<file path="src/hdl/esc_pkg.sv">
// Package: constants and state type of the emergency stop input control
package esc_pkg;
    // Register byte offsets
    localparam logic [7:0] OFS_FUNC_LO   = 8'h00; // Function codes, inputs 1 to 4
    localparam logic [7:0] OFS_FUNC_HI   = 8'h04; // Function codes, inputs 5 to 8
    localparam logic [7:0] OFS_POL       = 8'h08; // Polarity, 2 bits per input
    localparam logic [7:0] OFS_STATUS    = 8'h0C; // Live state, read only
    localparam logic [7:0] OFS_IRQ_ST    = 8'h10; // Sticky events, write one to clear
    localparam logic [7:0] OFS_IRQ_MASK  = 8'h14; // Interrupt enables
    localparam logic [7:0] OFS_CP_LO     = 8'h20; // Copy port, function codes 1 to 4
    localparam logic [7:0] OFS_CP_HI     = 8'h24; // Copy port, function codes 5 to 8
    localparam logic [7:0] OFS_CP_POL    = 8'h28; // Copy port, polarity
    // Function codes
    localparam logic [7:0] FN_CLEAR      = 8'h12; // Trip clear input (18)
    localparam logic [7:0] FN_JOG        = 8'h06; // Jog function (06)
    localparam logic [7:0] FN_STOP       = 8'h40; // Hard stop input (64)
    localparam logic [7:0] FN_NONE       = 8'hFF; // No function assigned
    // Polarity codes
    localparam logic [1:0] POL_NO        = 2'h0;  // Normally open
    localparam logic [1:0] POL_NC        = 2'h1;  // Normally closed
    // Terminal indices (terminal n sits at index n-1)
    localparam int         IDX_CLEAR     = 0;
    localparam int         IDX_STOP      = 2;
    // Status bit positions
    localparam int         ST_TRIP       = 0;
    localparam int         ST_SWITCH     = 1;
    localparam int         ST_COPY_ERR   = 2;
    localparam int         ST_STOP_REQ   = 3;
    localparam int         ST_ACTIVE_LSB = 8;
    // Interrupt bit positions
    localparam int         IRQ_TRIP      = 0;
    localparam int         IRQ_COPY      = 1;
    localparam int         IRQ_SWITCH    = 2;
    // Reset values
    localparam logic [7:0][7:0] FUNC_RST = {FN_NONE, FN_NONE, FN_NONE, FN_NONE,
                                            FN_NONE, FN_JOG, FN_NONE, FN_CLEAR};
    localparam logic [7:0][1:0] POL_RST  = '0;
    // Timing
    localparam int         CLK_PERIOD_NS   = 10;        // 100 MHz
    localparam int         COPY_ERR_TIME_NS = 1000000;  // Copy error display, 1 ms
    localparam int         COPY_ERR_CYCLES = COPY_ERR_TIME_NS / CLK_PERIOD_NS;
    // AXI responses
    localparam logic [1:0] RESP_OKAY     = 2'h0;
    localparam logic [1:0] RESP_DECERR   = 2'h3;

    // Whole state of the block
    typedef struct packed {
        logic [7:0]       term_meta;  // Terminal synchroniser, first stage
        logic [7:0]       term_sync;  // Terminal synchroniser, second stage
        logic             sw_meta;    // Switch synchroniser, first stage
        logic             sw_sync;    // Switch synchroniser, second stage
        logic             sw_prev;    // Switch level one cycle back
        logic [7:0][7:0]  func;       // Function code per input
        logic [7:0][1:0]  pol;        // Polarity per input
        logic             trip;       // Latched stop trip
        logic [7:0]       active;     // Logical level per input
        logic [2:0]       irq_st;     // Sticky events
        logic [2:0]       irq_mask;   // Event enables
        logic [31:0]      copy_cnt;   // Copy error display timer
        logic             aw_got;     // Write address held
        logic [7:0]       awaddr;     // Held write address
        logic             w_got;      // Write data held
        logic [31:0]      wdata;      // Held write data
        logic [3:0]       wstrb;      // Held byte enables
        logic             bvalid;     // Write response pending
        logic [1:0]       bresp;      // Write response code
        logic             rvalid;     // Read data pending
        logic [31:0]      rdata;      // Read data
        logic [1:0]       rresp;      // Read response code
    } esc_state_type;
endpackage

</file>
<file path="src/hdl/esc_top.sv">
// Emergency stop input control with AXI4-Lite register access
// What this block does
// Stop input halts switching in hardware, trips
// Terminal 3 stop input is normally closed
// Open, broken or miswired terminal 3 trips
// Terminal 1 normally open input clears trip
// Only terminal 1 clears; panel clear ignored
// Switch on dedicates terminals 1 and 3
// Switch on sets 18/00 and 64/01, locked
// Switch on removes code 18 elsewhere
// Switch off frees settings, no restore
// Code 18 always forces polarity normally open
// Terminal 3 code 64 forces normally closed
// Panel may never write code 64 to terminal 3
// Switch off: free selection, factory defaults
// Switch on: copy refuses terminals 1,3 and flags error
// Trip stays latched; clear blocked while open
// Switch off disables the stop feature
`timescale 1ns/10ps
`default_nettype none
module esc_top
    import esc_pkg::*;
#(
    parameter int COPY_ERR_CYCLES_P = COPY_ERR_CYCLES  // Copy error display length
) (
    input  wire logic        aclk,
    input  wire logic        aresetn,
    // Contact pins, 1 = contact closed
    input  wire logic [7:0]  terminal_in,
    input  wire logic        stop_enable_switch,
    // Output stage and status
    output logic             gate_enable,
    output logic             stop_trip_state,
    output logic [7:0]       terminal_active,
    output logic             irq,
    // AXI4-Lite slave
    input  wire logic [7:0]  s_axi_awaddr,
    input  wire logic        s_axi_awvalid,
    output logic             s_axi_awready,
    input  wire logic [31:0] s_axi_wdata,
    input  wire logic [3:0]  s_axi_wstrb,
    input  wire logic        s_axi_wvalid,
    output logic             s_axi_wready,
    output logic [1:0]       s_axi_bresp,
    output logic             s_axi_bvalid,
    input  wire logic        s_axi_bready,
    input  wire logic [7:0]  s_axi_araddr,
    input  wire logic        s_axi_arvalid,
    output logic             s_axi_arready,
    output logic [31:0]      s_axi_rdata,
    output logic [1:0]       s_axi_rresp,
    output logic             s_axi_rvalid,
    input  wire logic        s_axi_rready
);

    // Refuse a display timer shorter than one clock cycle
    generate
        if (COPY_ERR_CYCLES_P < 1) begin : g_bad_param
            $error("COPY_ERR_CYCLES_P must be at least one");
        end
    endgenerate

    // Address decode shared by read and write paths
    function automatic logic addr_hit(input logic [7:0] a);
        addr_hit = (a == OFS_FUNC_LO) || (a == OFS_FUNC_HI) || (a == OFS_POL) ||
                   (a == OFS_STATUS) || (a == OFS_IRQ_ST) || (a == OFS_IRQ_MASK) ||
                   (a == OFS_CP_LO) || (a == OFS_CP_HI) || (a == OFS_CP_POL);
    endfunction

    // Logical level of a contact under its polarity
    function automatic logic contact_level(input logic closed, input logic [1:0] p);
        contact_level = (p == POL_NC) ? ~closed : closed;
    endfunction

    esc_state_type s_r;    // Registered state
    esc_state_type s_nxt;  // Next state

    logic        sw_on;      // Stop feature enabled
    logic        stop_req;   // Hard stop requested now
    logic        clear_req;  // Trip clear contact active now
    logic        sw_rise;    // Switch just turned on
    logic        sw_fall;    // Switch just turned off
    logic        do_write;   // Address and data both held
    logic        is_copy;    // Write arrives on the copy port
    logic        copy_hit;   // Copy tried a locked field
    logic [2:0]  irq_ev;     // Events this cycle
    logic [2:0]  irq_clr;    // Software clear this cycle
    logic [2:0]  t_idx;      // Terminal index of a byte lane
    logic [7:0]  new_code;   // Code offered for one terminal
    logic [1:0]  new_pol;    // Polarity offered for one terminal
    logic [31:0] status_w;   // Status word

    // Live qualifiers taken from synchronised pins
    assign sw_on     = s_r.sw_sync;
    assign stop_req  = sw_on & ~s_r.term_sync[IDX_STOP];
    assign clear_req = s_r.term_sync[IDX_CLEAR];
    assign sw_rise   = s_r.sw_sync & ~s_r.sw_prev;
    assign sw_fall   = ~s_r.sw_sync & s_r.sw_prev;
    assign do_write  = s_r.aw_got & s_r.w_got & ~s_r.bvalid;
    assign is_copy   = (s_r.awaddr == OFS_CP_LO) || (s_r.awaddr == OFS_CP_HI) ||
                       (s_r.awaddr == OFS_CP_POL);

    // Status word seen by software
    always_comb begin
        status_w = '0;
        status_w[ST_TRIP] = s_r.trip;
        status_w[ST_SWITCH] = sw_on;
        status_w[ST_COPY_ERR] = (s_r.copy_cnt != 32'h0);
        status_w[ST_STOP_REQ] = stop_req;
        status_w[ST_ACTIVE_LSB +: 8] = s_r.active;
    end

    // Next state: pins, settings, trip, interrupts and bus
    always_comb begin
        s_nxt    = s_r;
        copy_hit = 1'b0;
        irq_clr  = '0;
        t_idx    = '0;
        new_code = '0;
        new_pol  = '0;

        // Two-stage synchronisers for pins
        s_nxt.term_meta = terminal_in;
        s_nxt.term_sync = s_r.term_meta;
        s_nxt.sw_meta   = stop_enable_switch;
        s_nxt.sw_sync   = s_r.sw_meta;
        s_nxt.sw_prev   = s_r.sw_sync;

        // Logical level of every input
        for (int k = 0; k < 8; k++) begin
            s_nxt.active[k] = contact_level(s_r.term_sync[k], s_r.pol[k]);
        end

        // Write channels: take address and data in either order
        if (s_axi_awvalid && s_axi_awready) begin
            s_nxt.aw_got = 1'b1;
            s_nxt.awaddr = s_axi_awaddr;
        end
        if (s_axi_wvalid && s_axi_wready) begin
            s_nxt.w_got = 1'b1;
            s_nxt.wdata = s_axi_wdata;
            s_nxt.wstrb = s_axi_wstrb;
        end

        // Register write once both halves are held
        if (do_write) begin
            s_nxt.aw_got = 1'b0;
            s_nxt.w_got  = 1'b0;
            s_nxt.bvalid = 1'b1;
            s_nxt.bresp  = addr_hit(s_r.awaddr) ? RESP_OKAY : RESP_DECERR;
            unique case (s_r.awaddr)
                // Function codes, one byte lane per terminal
                OFS_FUNC_LO, OFS_FUNC_HI, OFS_CP_LO, OFS_CP_HI: begin
                    for (int b = 0; b < 4; b++) begin
                        t_idx = ((s_r.awaddr == OFS_FUNC_HI) || (s_r.awaddr == OFS_CP_HI))
                              ? 3'(b + 4) : 3'(b);
                        new_code = s_r.wdata[b*8 +: 8];
                        if (s_r.wstrb[b]) begin
                            if (sw_on && (t_idx == 3'(IDX_CLEAR) || t_idx == 3'(IDX_STOP))) begin
                                copy_hit = is_copy;
                            end else if (t_idx == 3'(IDX_STOP) && new_code == FN_STOP) begin
                                s_nxt.func[t_idx] = s_r.func[t_idx];
                            end else if (sw_on && new_code == FN_CLEAR) begin
                                s_nxt.func[t_idx] = s_r.func[t_idx];
                            end else begin
                                s_nxt.func[t_idx] = new_code;
                            end
                        end
                    end
                end
                // Polarity, two bits per terminal in the low half word
                OFS_POL, OFS_CP_POL: begin
                    for (int k = 0; k < 8; k++) begin
                        new_pol = s_r.wdata[k*2 +: 2];
                        if (s_r.wstrb[k/4]) begin
                            if (sw_on && (k == IDX_CLEAR || k == IDX_STOP)) begin
                                copy_hit = copy_hit | is_copy;
                            end else begin
                                s_nxt.pol[k] = new_pol;
                            end
                        end
                    end
                end
                // Write one to clear sticky events
                OFS_IRQ_ST: begin
                    if (s_r.wstrb[0]) begin
                        irq_clr = s_r.wdata[2:0];
                    end
                end
                // Interrupt enables
                OFS_IRQ_MASK: begin
                    if (s_r.wstrb[0]) begin
                        s_nxt.irq_mask = s_r.wdata[2:0];
                    end
                end
                // Status and unmapped: no storage
                default: begin
                end
            endcase
        end

        // Write response leaves on bready
        if (s_r.bvalid && s_axi_bready) begin
            s_nxt.bvalid = 1'b0;
        end

        // Read: latch data on address handshake
        if (s_axi_arvalid && s_axi_arready) begin
            s_nxt.rvalid = 1'b1;
            s_nxt.rresp  = addr_hit(s_axi_araddr) ? RESP_OKAY : RESP_DECERR;
            unique case (s_axi_araddr)
                OFS_FUNC_LO, OFS_CP_LO: s_nxt.rdata = {s_r.func[3], s_r.func[2],
                                                       s_r.func[1], s_r.func[0]};
                OFS_FUNC_HI, OFS_CP_HI: s_nxt.rdata = {s_r.func[7], s_r.func[6],
                                                       s_r.func[5], s_r.func[4]};
                OFS_POL, OFS_CP_POL:    s_nxt.rdata = {16'h0000, s_r.pol};
                OFS_STATUS:             s_nxt.rdata = status_w;
                OFS_IRQ_ST:             s_nxt.rdata = {29'h0, s_r.irq_st};
                OFS_IRQ_MASK:           s_nxt.rdata = {29'h0, s_r.irq_mask};
                default:                s_nxt.rdata = 32'h0;
            endcase
        end else if (s_r.rvalid && s_axi_rready) begin
            s_nxt.rvalid = 1'b0;
        end

        // Switch turned on: claim terminals 1 and 3
        if (sw_rise) begin
            for (int k = 0; k < 8; k++) begin
                if (s_nxt.func[k] == FN_CLEAR) begin
                    s_nxt.func[k] = FN_NONE;
                end
            end
            s_nxt.func[IDX_CLEAR] = FN_CLEAR;
            s_nxt.pol[IDX_CLEAR]  = POL_NO;
            s_nxt.func[IDX_STOP]  = FN_STOP;
            s_nxt.pol[IDX_STOP]   = POL_NC;
        end

        // Switch turned off: release terminal 3, keep the rest as is
        if (sw_fall) begin
            s_nxt.func[IDX_STOP] = FN_NONE;
        end

        // Polarity forcing applied after every change
        for (int k = 0; k < 8; k++) begin
            if (s_nxt.func[k] == FN_CLEAR) begin
                s_nxt.pol[k] = POL_NO;
            end
        end
        if (s_nxt.func[IDX_STOP] == FN_STOP) begin
            s_nxt.pol[IDX_STOP] = POL_NC;
        end

        // Latched trip: stop sets, terminal 1 clears only once stop recloses
        if (stop_req) begin
            s_nxt.trip = 1'b1;
        end else if (clear_req) begin
            s_nxt.trip = 1'b0;
        end

        // Copy error display timer
        if (copy_hit) begin
            s_nxt.copy_cnt = 32'(COPY_ERR_CYCLES_P);
        end else if (s_r.copy_cnt != 32'h0) begin
            s_nxt.copy_cnt = s_r.copy_cnt - 32'h1;
        end

        // Sticky events: a new event wins over a clear
        irq_ev = '0;
        irq_ev[IRQ_TRIP]   = stop_req & ~s_r.trip;
        irq_ev[IRQ_COPY]   = copy_hit;
        irq_ev[IRQ_SWITCH] = sw_rise | sw_fall;
        s_nxt.irq_st = (s_r.irq_st & ~irq_clr) | irq_ev;

        // Synchronous reset to factory state
        if (!aresetn) begin
            s_nxt      = '0;
            s_nxt.func = FUNC_RST;
            s_nxt.pol  = POL_RST;
        end
    end

    // State register
    always_ff @(posedge aclk) begin
        s_r <= s_nxt;
    end

    // Output stage gating goes straight from the synchronised pin
    assign gate_enable     = ~(s_r.trip | stop_req);
    assign stop_trip_state = s_r.trip;
    assign terminal_active = s_r.active;
    assign irq             = |(s_r.irq_st & s_r.irq_mask);

    // Bus handshake outputs
    assign s_axi_awready = ~s_r.aw_got & ~s_r.bvalid;
    assign s_axi_wready  = ~s_r.w_got & ~s_r.bvalid;
    assign s_axi_bvalid  = s_r.bvalid;
    assign s_axi_bresp   = s_r.bresp;
    assign s_axi_arready = ~s_r.rvalid;
    assign s_axi_rvalid  = s_r.rvalid;
    assign s_axi_rdata   = s_r.rdata;
    assign s_axi_rresp   = s_r.rresp;

endmodule
`default_nettype wire

</file>
<file path="config.mk">
export PLATFORM = sky130hd
export DESIGN_NAME = esc_top
export DESIGN_NICKNAME = d
export VERILOG_FILES = /design/src/hdl/esc_pkg.sv /design/src/hdl/esc_top.sv
export SDC_FILE = /design/constraint.sdc
export NUM_CORES = 1
export LEC_CHECK = 0
export ABC_CLOCK_PERIOD_IN_PS = 2800
export BUFFER_PORTS_ARGS = -buffer_cell sky130_fd_sc_hd__buf_2
export CORE_MARGIN = 2
export CORE_UTILIZATION = 30
export DETAILED_ROUTE_END_ITERATION = 8
export PLACE_DENSITY = 0.48
export SLEW_MARGIN = 20
export SYNTH_ARGS = -nofsm -noshare
export SYNTH_HDL_FRONTEND = slang
export SYNTH_SLANG_ARGS = --single-unit
</file>
<file path="constraint.sdc">
create_clock -name aclk -period 2.8 [get_ports aclk]
set_input_delay 0.28 -clock aclk [delete_from_list [all_inputs] [get_ports aclk]]
set_output_delay 0.28 -clock aclk [all_outputs]
set_load 0.02 [all_outputs]
</file>
Yosys cells after proc, flatten, opt, wreduce, memory -nomap -nowiden. Index checks and enable logic that the tools add are counted.

Input bits: 68. Bits in registers: 230.

Reductions and logical operators: 79. $lt $le $gt $ge: 8. Add/subtract/negate cells: 1. Muxes and demuxes: 110. Bitwise logic cells: 32. Equality and inequality tests: 52.

Operators by type and width (count): 64-bit two-way mux (24); 64-bit bitwise mux (8); 32-bit one-hot mux with 6 select lines (1); 8-bit by 5-bit == test with 1-bit output (second input constant) (22); 8-bit two-way mux (15); 8-bit binary-select mux with 3-bit select (4); 8-bit demux with 3-bit select (4); 80-bit two-way mux (1); 8-bit by 6-bit == test with 1-bit output (second input constant) (6); 8-bit by 7-bit == test with 1-bit output (second input constant) (5); 17-bit two-way mux (2); 8-bit by 4-bit == test with 1-bit output (second input constant) (4); 32-bit nonzero test (1); 32-bit by 1-bit subtractor with 32-bit output (second input constant) (1); 1-bit two-way mux (30); 2-bit OR reduction (13); 2-bit two-way mux (12); 1-bit logical OR (23); 1-bit logical AND (21); 3-bit two-way mux (7); 1-bit inverter (17); 2-bit by 1-bit == test with 1-bit output (second input constant) (8); 8-bit by 3-bit == test with 1-bit output (second input constant) (2); 8-bit zero test (2); 18 further kinds (49).

Longest topological paths before layout. Gate-level depths: netlist of run 1.

Word-level depth: 42. Gate-level depth with buffers: 9.

Worst setup path after synthesis of run 1. Ideal clock, no wire load.

Path type: register to register. From: reg s_r[75] in the netlist's numbering. To: reg s_r[136] in the netlist's numbering. Buffers on the path: 1. Cell stages (with the launch flop): 8. Library setup time: 0.088 ns. Data arrival time: 2.194 ns. Path slack: 0.518 ns. Path through: dfxtp_1 or4_1 buf_2 nor3_4 nand2_2 mux2_4 or3_1 a311oi_2.

Cells in the longest elaborated chain, start to end: 39.

Ends and longest elaborated chain: from (decl) (line esc_top.sv:75) `esc_state_type s_r;`; from (signal assigned) (line esc_top.sv:285) `s_r <= s_nxt;`; 8-bit by 3-bit == test with 1-bit output or 8-bit by 6-bit == test with 1-bit output (tied branches) (line esc_top.sv:151, esc_top.sv:155); 1-bit logical OR (line esc_top.sv:155) `t_idx = ((s_r.awaddr == OFS_FUNC_HI) || (s_r.awaddr == OFS_CP_HI))`; 3-bit two-way mux (line esc_top.sv:156) `? 3'(b + 4) : 3'(b);`; 3-bit by 4-bit < comparator with 1-bit output (not written as such) or 3-bit by 1-bit greater-or-equal comparator with 1-bit output (tied branches) (line esc_top.sv:162, esc_top.sv:164, esc_top.sv:166); 1-bit logical AND (not written as such) (line esc_top.sv:162, esc_top.sv:164, esc_top.sv:166); 8-bit two-way mux (not written as such) (line esc_top.sv:162, esc_top.sv:164, esc_top.sv:166); 8-bit demux with 3-bit select (line esc_top.sv:162, esc_top.sv:164, esc_top.sv:166); 64-bit bitwise mux, on equally long branches (line esc_top.sv:166, esc_top.sv:162, esc_top.sv:164); [... 23 more ...]; 64-bit two-way mux (line esc_top.sv:159) `if (sw_on && (t_idx == 3'(IDX_CLEAR) || t_idx == 3'(IDX_STOP))) begin`; 64-bit two-way mux (line esc_top.sv:158) `if (s_r.wstrb[b]) begin`; 64-bit two-way mux (line esc_top.sv:151) `unique case (s_r.awaddr)`; 80-bit two-way mux (line esc_top.sv:146) `if (do_write) begin`; 64-bit two-way mux (line esc_top.sv:227) `if (sw_rise) begin`; 8-bit two-way mux (line esc_top.sv:240) `if (sw_fall) begin`; 8-bit by 5-bit == test with 1-bit output or 8-bit by 7-bit == test with 1-bit output (tied branches) (line esc_top.sv:246, esc_top.sv:250); 4-bit OR reduction (no line).

Parallel ways exist; a longest one is shown, timed or not. The select of a mux whose other input is x is not followed. A chain may end at the register's enable or synchronous reset.

Worst setup path in the final report of run 1.
From: reg s_r[75] in the netlist's numbering. To: reg s_r[134] in the netlist's numbering.

Cells in the longest elaborated chain, start to end: 40.

Ends and longest elaborated chain: 8-bit by 3-bit == test with 1-bit output or 8-bit by 6-bit == test with 1-bit output (tied branches) (line esc_top.sv:151, esc_top.sv:155); 1-bit logical OR (line esc_top.sv:155); 3-bit two-way mux (line esc_top.sv:156); 3-bit by 4-bit < comparator with 1-bit output (not written as such) or 3-bit by 1-bit greater-or-equal comparator with 1-bit output (tied branches) (line esc_top.sv:162, esc_top.sv:164, esc_top.sv:166); 1-bit logical AND (not written as such) (line esc_top.sv:162, esc_top.sv:164, esc_top.sv:166); 8-bit two-way mux (not written as such) (line esc_top.sv:162, esc_top.sv:164, esc_top.sv:166); 8-bit demux with 3-bit select (line esc_top.sv:162, esc_top.sv:164, esc_top.sv:166); 64-bit bitwise mux, on equally long branches (line esc_top.sv:166, esc_top.sv:162, esc_top.sv:164); [... 24 more ...]; 64-bit two-way mux (line esc_top.sv:158); 64-bit two-way mux (line esc_top.sv:151); 80-bit two-way mux (line esc_top.sv:146); 8-bit by 5-bit == test with 1-bit output (line esc_top.sv:229) `if (s_nxt.func[k] == FN_CLEAR) begin`; 8-bit two-way mux (line esc_top.sv:229); 64-bit two-way mux (line esc_top.sv:227); 8-bit by 5-bit == test with 1-bit output (line esc_top.sv:246) `if (s_nxt.func[k] == FN_CLEAR) begin`; 2-bit OR reduction (no line).

Parallel ways exist; a longest one is shown, timed or not. The select of a mux whose other input is x is not followed.

==> qor.yml, run 1 <==
floorplan:
  rows: 68
  die_h_um: 190.0
  start_util: 0.3027
  die-width_um: 190.0
  ios: 120
  die_area_um2: 36090
  fp.coreArea_um2: 34290
critical_path:
  cp-start-kind: "flop"
  r2r_slack_ns: 0.33
  crit_path_max_fanout: 11
  rr_startpoint: "s_r[75]"
  end_kind: "flop"
  critPathKind: "reg2reg"
  cp_data_required_time_ns: 3.27
  setup.worst_path.start: "s_r[75]"
  reg2reg_depth: 7
  r2r-end: "s_r[134]"
  crit_arrival_ns: 2.95
yosys:
  synthFlopType: "dfxtp_1"
  ys_seq_area_frac: 0.4398
  ys_warn_count: 0
  synth-seq-cells: 228
  ys_types: 68
  synth_edf_count: 0
  synthesis.area_um2: 10380
  synth-async-reset-ratio: 0
  synth_fp_nets: 1315
  avgSynthCellArea_um2: 8.349
  synthCells: 1243
routing:
  via_per_inst: 4.850
  routed_wl_mm: 30.46
  num_vias: 8899
  drt-wirelength-per-cell_um: 16.60
  ant_nets: 0
  drc: 0
  drt-initial-drc-count: 375
  first_pass_iters: 5
cts:
  cts-root-buf: "clkbuf_16"
  ctsLongestPathBuffers: 3
  numCtsBuffers: 28
  clkSlewWorstSetupHoldPaths_ns: 0.06
  cts_setup_buffers: 0
  h-tree-depth: 1
  clk_latency_ns: 0.55
  cts_tree: "done"
  clock-sinks: 228
placed_design:
  hpwl_mm: 21.48
  place_inst: 1742
  numPortBuffers: 119
  gp_congestion: 0.8038
pwr:
  power_per_cell_area_nw_per_um2: 789.9
  finalPower_w: 0.01006
  ir_worst_vdd_mv: 0.5219
  leakagePower_nw: 5.169
global_routing:
  met1_usage: 0.2303
  grt_max_degree: 65
  grt_pass1_vias: 8822
  antenna_found_initial: 0
  grt_pass1_wl_mm: 48.89
  grt.busiest_layer: "met2"
  gr-usage-met2: 0.2779
  met3_usage: 0.02232
  overflow: 0
  grtUsageTotal: 0.1684
sta:
  fmax_mhz: 404.7
  hold_viol_final: 0
  slew_violations: 0
  tightest_slew_ns: 0.7484
  skew_ns: 0.01515
  rsz0062_at_grt: "false"
  fin_crit_sh: 0.8825
  relSlewSlack: 0.5000
  min_period_ns: 2.471
  finalSetupViolCount: 0
  finalSetupTns_ns: 0
finish:
  nNetsFinal: 1430
  multi_input_area_um2: 5166
  final_cell_count_no_fill: 1835
  antennaDiodeCount: 0
  fillers: 3585
  final-seq-area_um2: 4564
  final_util: 0.3716
  drive_above_1_share: 0.1797
  syn_to_final_growth_pct: 22.76
min_path:
  min-delay-start: "s_axi_wdata[30]"
  min_path_type: "in2reg"
  whs_endpoint: "s_r[72]"
  holdPathStages: 3
job:
  cap_violations: 0
run_status:
  outcome: "finished clean"
[through the flow]
stage | hold WS [ns] | cell area (um2) | setup WS (ns)
2_1_floorplan | 0.3790 | 10380 | 0.5181
3_3_place_gp | 0.4200 | 11280 | 0.3821
3_5_place_dp | 0.4242 | 11280 | 0.3554
4_1_cts | 0.0006869 | 12740 | 0.3366
5_1_grt | 0.01094 | 12740 | 0.1785
6_report | 0.003760 | 12740 | 0.3291
[power breakdown]
| part | switching, W | internal (W) | total, W |
|---|---|---|---|
| sequential | 0.000285 | 0.00353 | 0.00382 |
| clock | 0.00145 | 0.00258 | 0.00403 |
| combinational | 0.00123 | 0.000981 | 0.00221 |
| total | 0.00296 | 0.00710 | 0.0101 |
[how the worst max path moves through the flow]
| stage | end | slack [ns] | cells past startpoint |
|---|---|---|---|
| 6_report | s_r[134] | 0.33 | 7 |
| 5_1_grt | s_r[134] | 0.18 | 7 |
| 4_1_cts | s_r[136] | 0.34 | 6 |
| 3_5_place_dp | s_r[136] | 0.36 | 6 |
| 3_3_place_gp | s_r[134] | 0.38 | 7 |
| 2_1_floorplan | s_r[136] | 0.52 | 7 |
[registers in the layout (all words and copies together), names as in the netlist]
name,count
s_axi_rvalid,1
stop_trip_state,1
s_axi_bvalid,1
clear_req,1
s_r,181
s_axi_rresp,1
s_axi_bresp,1
terminal_active,8
s_axi_rdata,32
sw_on,1
[repair_timing]
action	CTS	global route
resized for setup	0	0
hold endpoints to repair	40	0
hold buffers	41	0
endpoints found under the setup margin	0	0
[worst max-delay path, stage by stage, from the launching register on]
cell     delay (ns)
dfxtp_1        0.32
or4_1          0.70
nor3_4         0.26
buf_4          0.17
and2_1         0.36
mux2i_1        0.31
o21ai_0        0.14
nor2_1         0.14
[synthesized netlist by cell type, types with 4 or more instances]
cell,number,share of area
a21oi_1,108,0.052
nor2b_1,13,0.0078
nand4_1,6,0.0036
nand3_1,49,0.024
o21a_1,10,0.0072
buf_4,44,0.032
nor4_1,14,0.0084
inv_1,14,0.0051
ha_1,4,0.0048
nand3b_1,11,0.0080
or2_2,5,0.0030
a221oi_1,12,0.010
clkbuf_1,51,0.018
nor4b_1,13,0.011
dfxtp_1,228,0.44
buf_2,9,0.0043
o2111ai_1,4,0.0034
xnor2_1,17,0.014
o211ai_1,9,0.0065
nand2_1,219,0.079
o21ai_0,31,0.015
mux2i_1,49,0.047
nor2_1,122,0.044
xor2_1,17,0.014
buf_1,10,0.0036
nand2b_1,8,0.0048
a211oi_1,13,0.0094
or4_1,8,0.0058
a22oi_1,8,0.0058
nor3_1,30,0.014
and2_1,23,0.014
mux2_2,21,0.023
or3_1,6,0.0036
[per-layer routing]
metal | vias to the layer above | wire (um)
met3 | 52 | 1102
met1 | 4154 | 14760
li1 | 4526 | -
met2 | 167 | 13920
met4 | 0 | 680
met5 | - | 0
[layout make-up]
type / count / share of cell area
Sequential cell: 228 / 0.3583
Multi-Input combinational cell: 886 / 0.4055
Timing Repair Buffer: 199 / 0.1049
Inverter: 15 / 0.004518
Clock buffer: 35 / 0.06020
Clock inverter: 17 / 0.02190
Tap cell: 455 / 0.04469
[cell usage in the layout (no fill, tap or decap), drive strengths merged, types with 24 or more instances in the layout]
master / instances
a21oi: 109
dlygate4sd3: 41
buf: 158
o21ai: 34
mux2i: 49
nor3: 32
and2: 24
nand3: 49
clkbuf: 35
nand2: 220
dfxtp: 228
nor2: 122
[kinds of logic (layout without fill, tap and decap cells)]
kind of cell,after synthesis,after routing,synth area share
AO/OA/AOI/OAI,225,225,0.1346
buffers and inverters,129,266,0.06366
multiplexers,71,71,0.07150
adder cells (fa/ha/maj),4,4,0.004823
flip-flops,228,228,0.4398
AND/OR/NAND/NOR,552,552,0.2569
XOR/XNOR,34,34,0.02869
Power figures use the tool's default switching activity.
==> run 2, diff against run 1 <==
Settings changed: MAX_ROUTING_LAYER from default to met4.
==> qor.yml, run 2 (synthesis results as in run 1) <==
sta:
  rsz0062_at_grt: "false"
  slew_violations: 0
  fmax_mhz: 405.6
  min_period_ns: 2.466
  finalSetupViolCount: 0
  fin_crit_sh: 0.8806
  hold_viol_final: 0
  relSlewSlack: 0.5019
  skew_ns: 0.01154
  holdWs_ns: 0.0002748
  tightest_slew_ns: 0.7456
  finalSetupTns_ns: 0
cts:
  ctsResizeCount: 0
  clock-sinks: 228
  clk_latency_ns: 0.55
  clkSlewWorstSetupHoldPaths_ns: 0.06
  h-tree-depth: 1
  cts_tree: "done"
  cts-root-buf: "clkbuf_16"
  numCtsBuffers: 28
  ctsLongestPathBuffers: 3
global_routing:
  antenna_found_initial: 0
  grt_pass1_vias: 8805
  grt_max_degree: 65
  grtUsageTotal: 0.1737
  overflow: 0
  grt_pass1_wl_mm: 49.00
pwr:
  ir_worst_vdd_mv: 0.5211
  p_seq_frac: 0.379
  internal-power_w: 0.007099
  power_per_cell_area_nw_per_um2: 790.6
  comb_power_share: 0.219
  sw_frac_of_total: 0.2952
  p_clk_frac: 0.402
  leakagePower_nw: 5.169
  p_sw_w: 0.002973
routing:
  via_per_inst: 4.858
  routed_wl_mm: 30.42
  wl_met1_mm: 14.68
  first_pass_iters: 5
  drt-wirelength-per-cell_um: 16.58
  num_vias: 8914
  ant_nets: 0
  dr.max_layer_used: "met4"
  dr_wl_met2_mm: 13.89
  drt-initial-drc-count: 399
  drc: 0
  route.met3.wl_mm: 1.161
run_status:
  outcome: "finished clean"
finish:
  drive_above_1_share: 0.1797
  largest_reg_flops: 181
  finalInstanceArea_um2: 12740
  nNetsFinal: 1430
  regMostFlops: "s_r"
  fillers: 3585
  final-seq-area_um2: 4564
  multi_input_area_um2: 5166
  final_common_cell: "dfxtp_1"
  syn_to_final_growth_pct: 22.76
  antennaDiodeCount: 0
  final_cell_mix: "dfxtp_1 (228), nand2_1 (219), nor2_1 (122)"
critical_path:
  cp_data_required_time_ns: 3.28
  crit_slowest_cell: "or4_1"
  setup.worst_path.start: "s_r[75]"
  crit_end: "s_r[134]"
  rr_startpoint: "s_r[75]"
  critical_path.max_stage_delay_ns: 0.70
  reg2reg_depth: 7
  end_kind: "flop"
  crit_path_max_fanout: 11
  critPathKind: "reg2reg"
  cp-start-kind: "flop"
  r2r_slack_ns: 0.33
  crit_chain: "or4_1, nor3_4, buf_4, and2_1, mux2i_1, o21ai_0, nor2_1"
  crit_arrival_ns: 2.94
  r2r-end: "s_r[134]"
floorplan:
  ios: 120
  fp.coreArea_um2: 34290
  start_util: 0.3027
  die_h_um: 190.0
  die-width_um: 190.0
  die_area_um2: 36090
  rows: 68
placed_design:
  place_area_um2: 11280
  hpwl_mm: 21.48
  gp_congestion: 0.8155
  numPortBuffers: 119
job:
  cap_violations: 0
min_path:
  min_path_type: "in2reg"
==> run 2: cell counts in the layout (fill, tap and decap cells not counted) <==
No cell type changed its count.
==> run 2: repair_timing <==
action / 4_1_cts / 5_1_grt
hold endpoints to repair: 40 / 0
hold buffers: 41 / 0
setup buffers: 0 / 0
==> run 2: cell type report <==
cell class,count,area share
sequential,228,0.3583
tap,455,0.04469
clock inverter,17,0.02190
timing repair buffer,199,0.1049
clock buffer,35,0.06020
multi-input combinational,886,0.4055
inverter,15,0.004518
==> run 2: stage by stage <==
stage | worst slack (ns) | std cells | power [W] | utilization
after floorplan | 0.5181 | 1243 | 0.005439 | -
after detailed placement | 0.3554 | 1742 | 0.006060 | 0.3291
after global placement | 0.3821 | 1742 | 0.006053 | 0.3291
after global routing | 0.1785 | 1835 | 0.01066 | 0.3716
after CTS | 0.3366 | 1835 | 0.01019 | 0.3716
final | 0.3343 | 1835 | 0.01007 | 0.3716
==> run 2: layer usage <==
metal | up-vias | global-route usage
met3 | 56 | 0.02306
met1 | 4161 | 0.2312
met2 | 171 | 0.2775
met4 | 0 | 0.04681
li1 | 4526 | -
met5 | - | -
==> run 2: critical path: cells and delay by family, from the launching register on <==
family          cells  cell delay [ns]
flops               1             0.32
buf+inv             1             0.17
mux                 1             0.31
compound gates      1             0.14
simple gates        4             1.46
==> run 2: how the worst min path moves through the flow <==
stage	start	endpoint	slack, ns	depth (start not counted)
after detailed placement	s_r[213]	sw_on	0.42	1
after CTS	s_axi_wdata[30]	s_r[72]	0.0007	3
after floorplan	s_axi_rready	s_axi_rvalid	0.38	1
after global placement	s_r[225]	s_r[217]	0.42	1
after global routing	s_axi_wdata[30]	s_r[72]	0.01	3
final	s_axi_wdata[30]	s_r[72]	0.0003	3
==> run 2: power groups by stage <==
stage	Sequential (W)	Clock [W]	Combinational, W
finish	0.00382	0.00405	0.00221
global route	0.00386	0.00430	0.00251
CTS	0.00382	0.00414	0.00223
detailed placement	0.00389	0	0.00217
global placement	0.00389	0	0.00217
floorplan	0.00380	0	0.00163
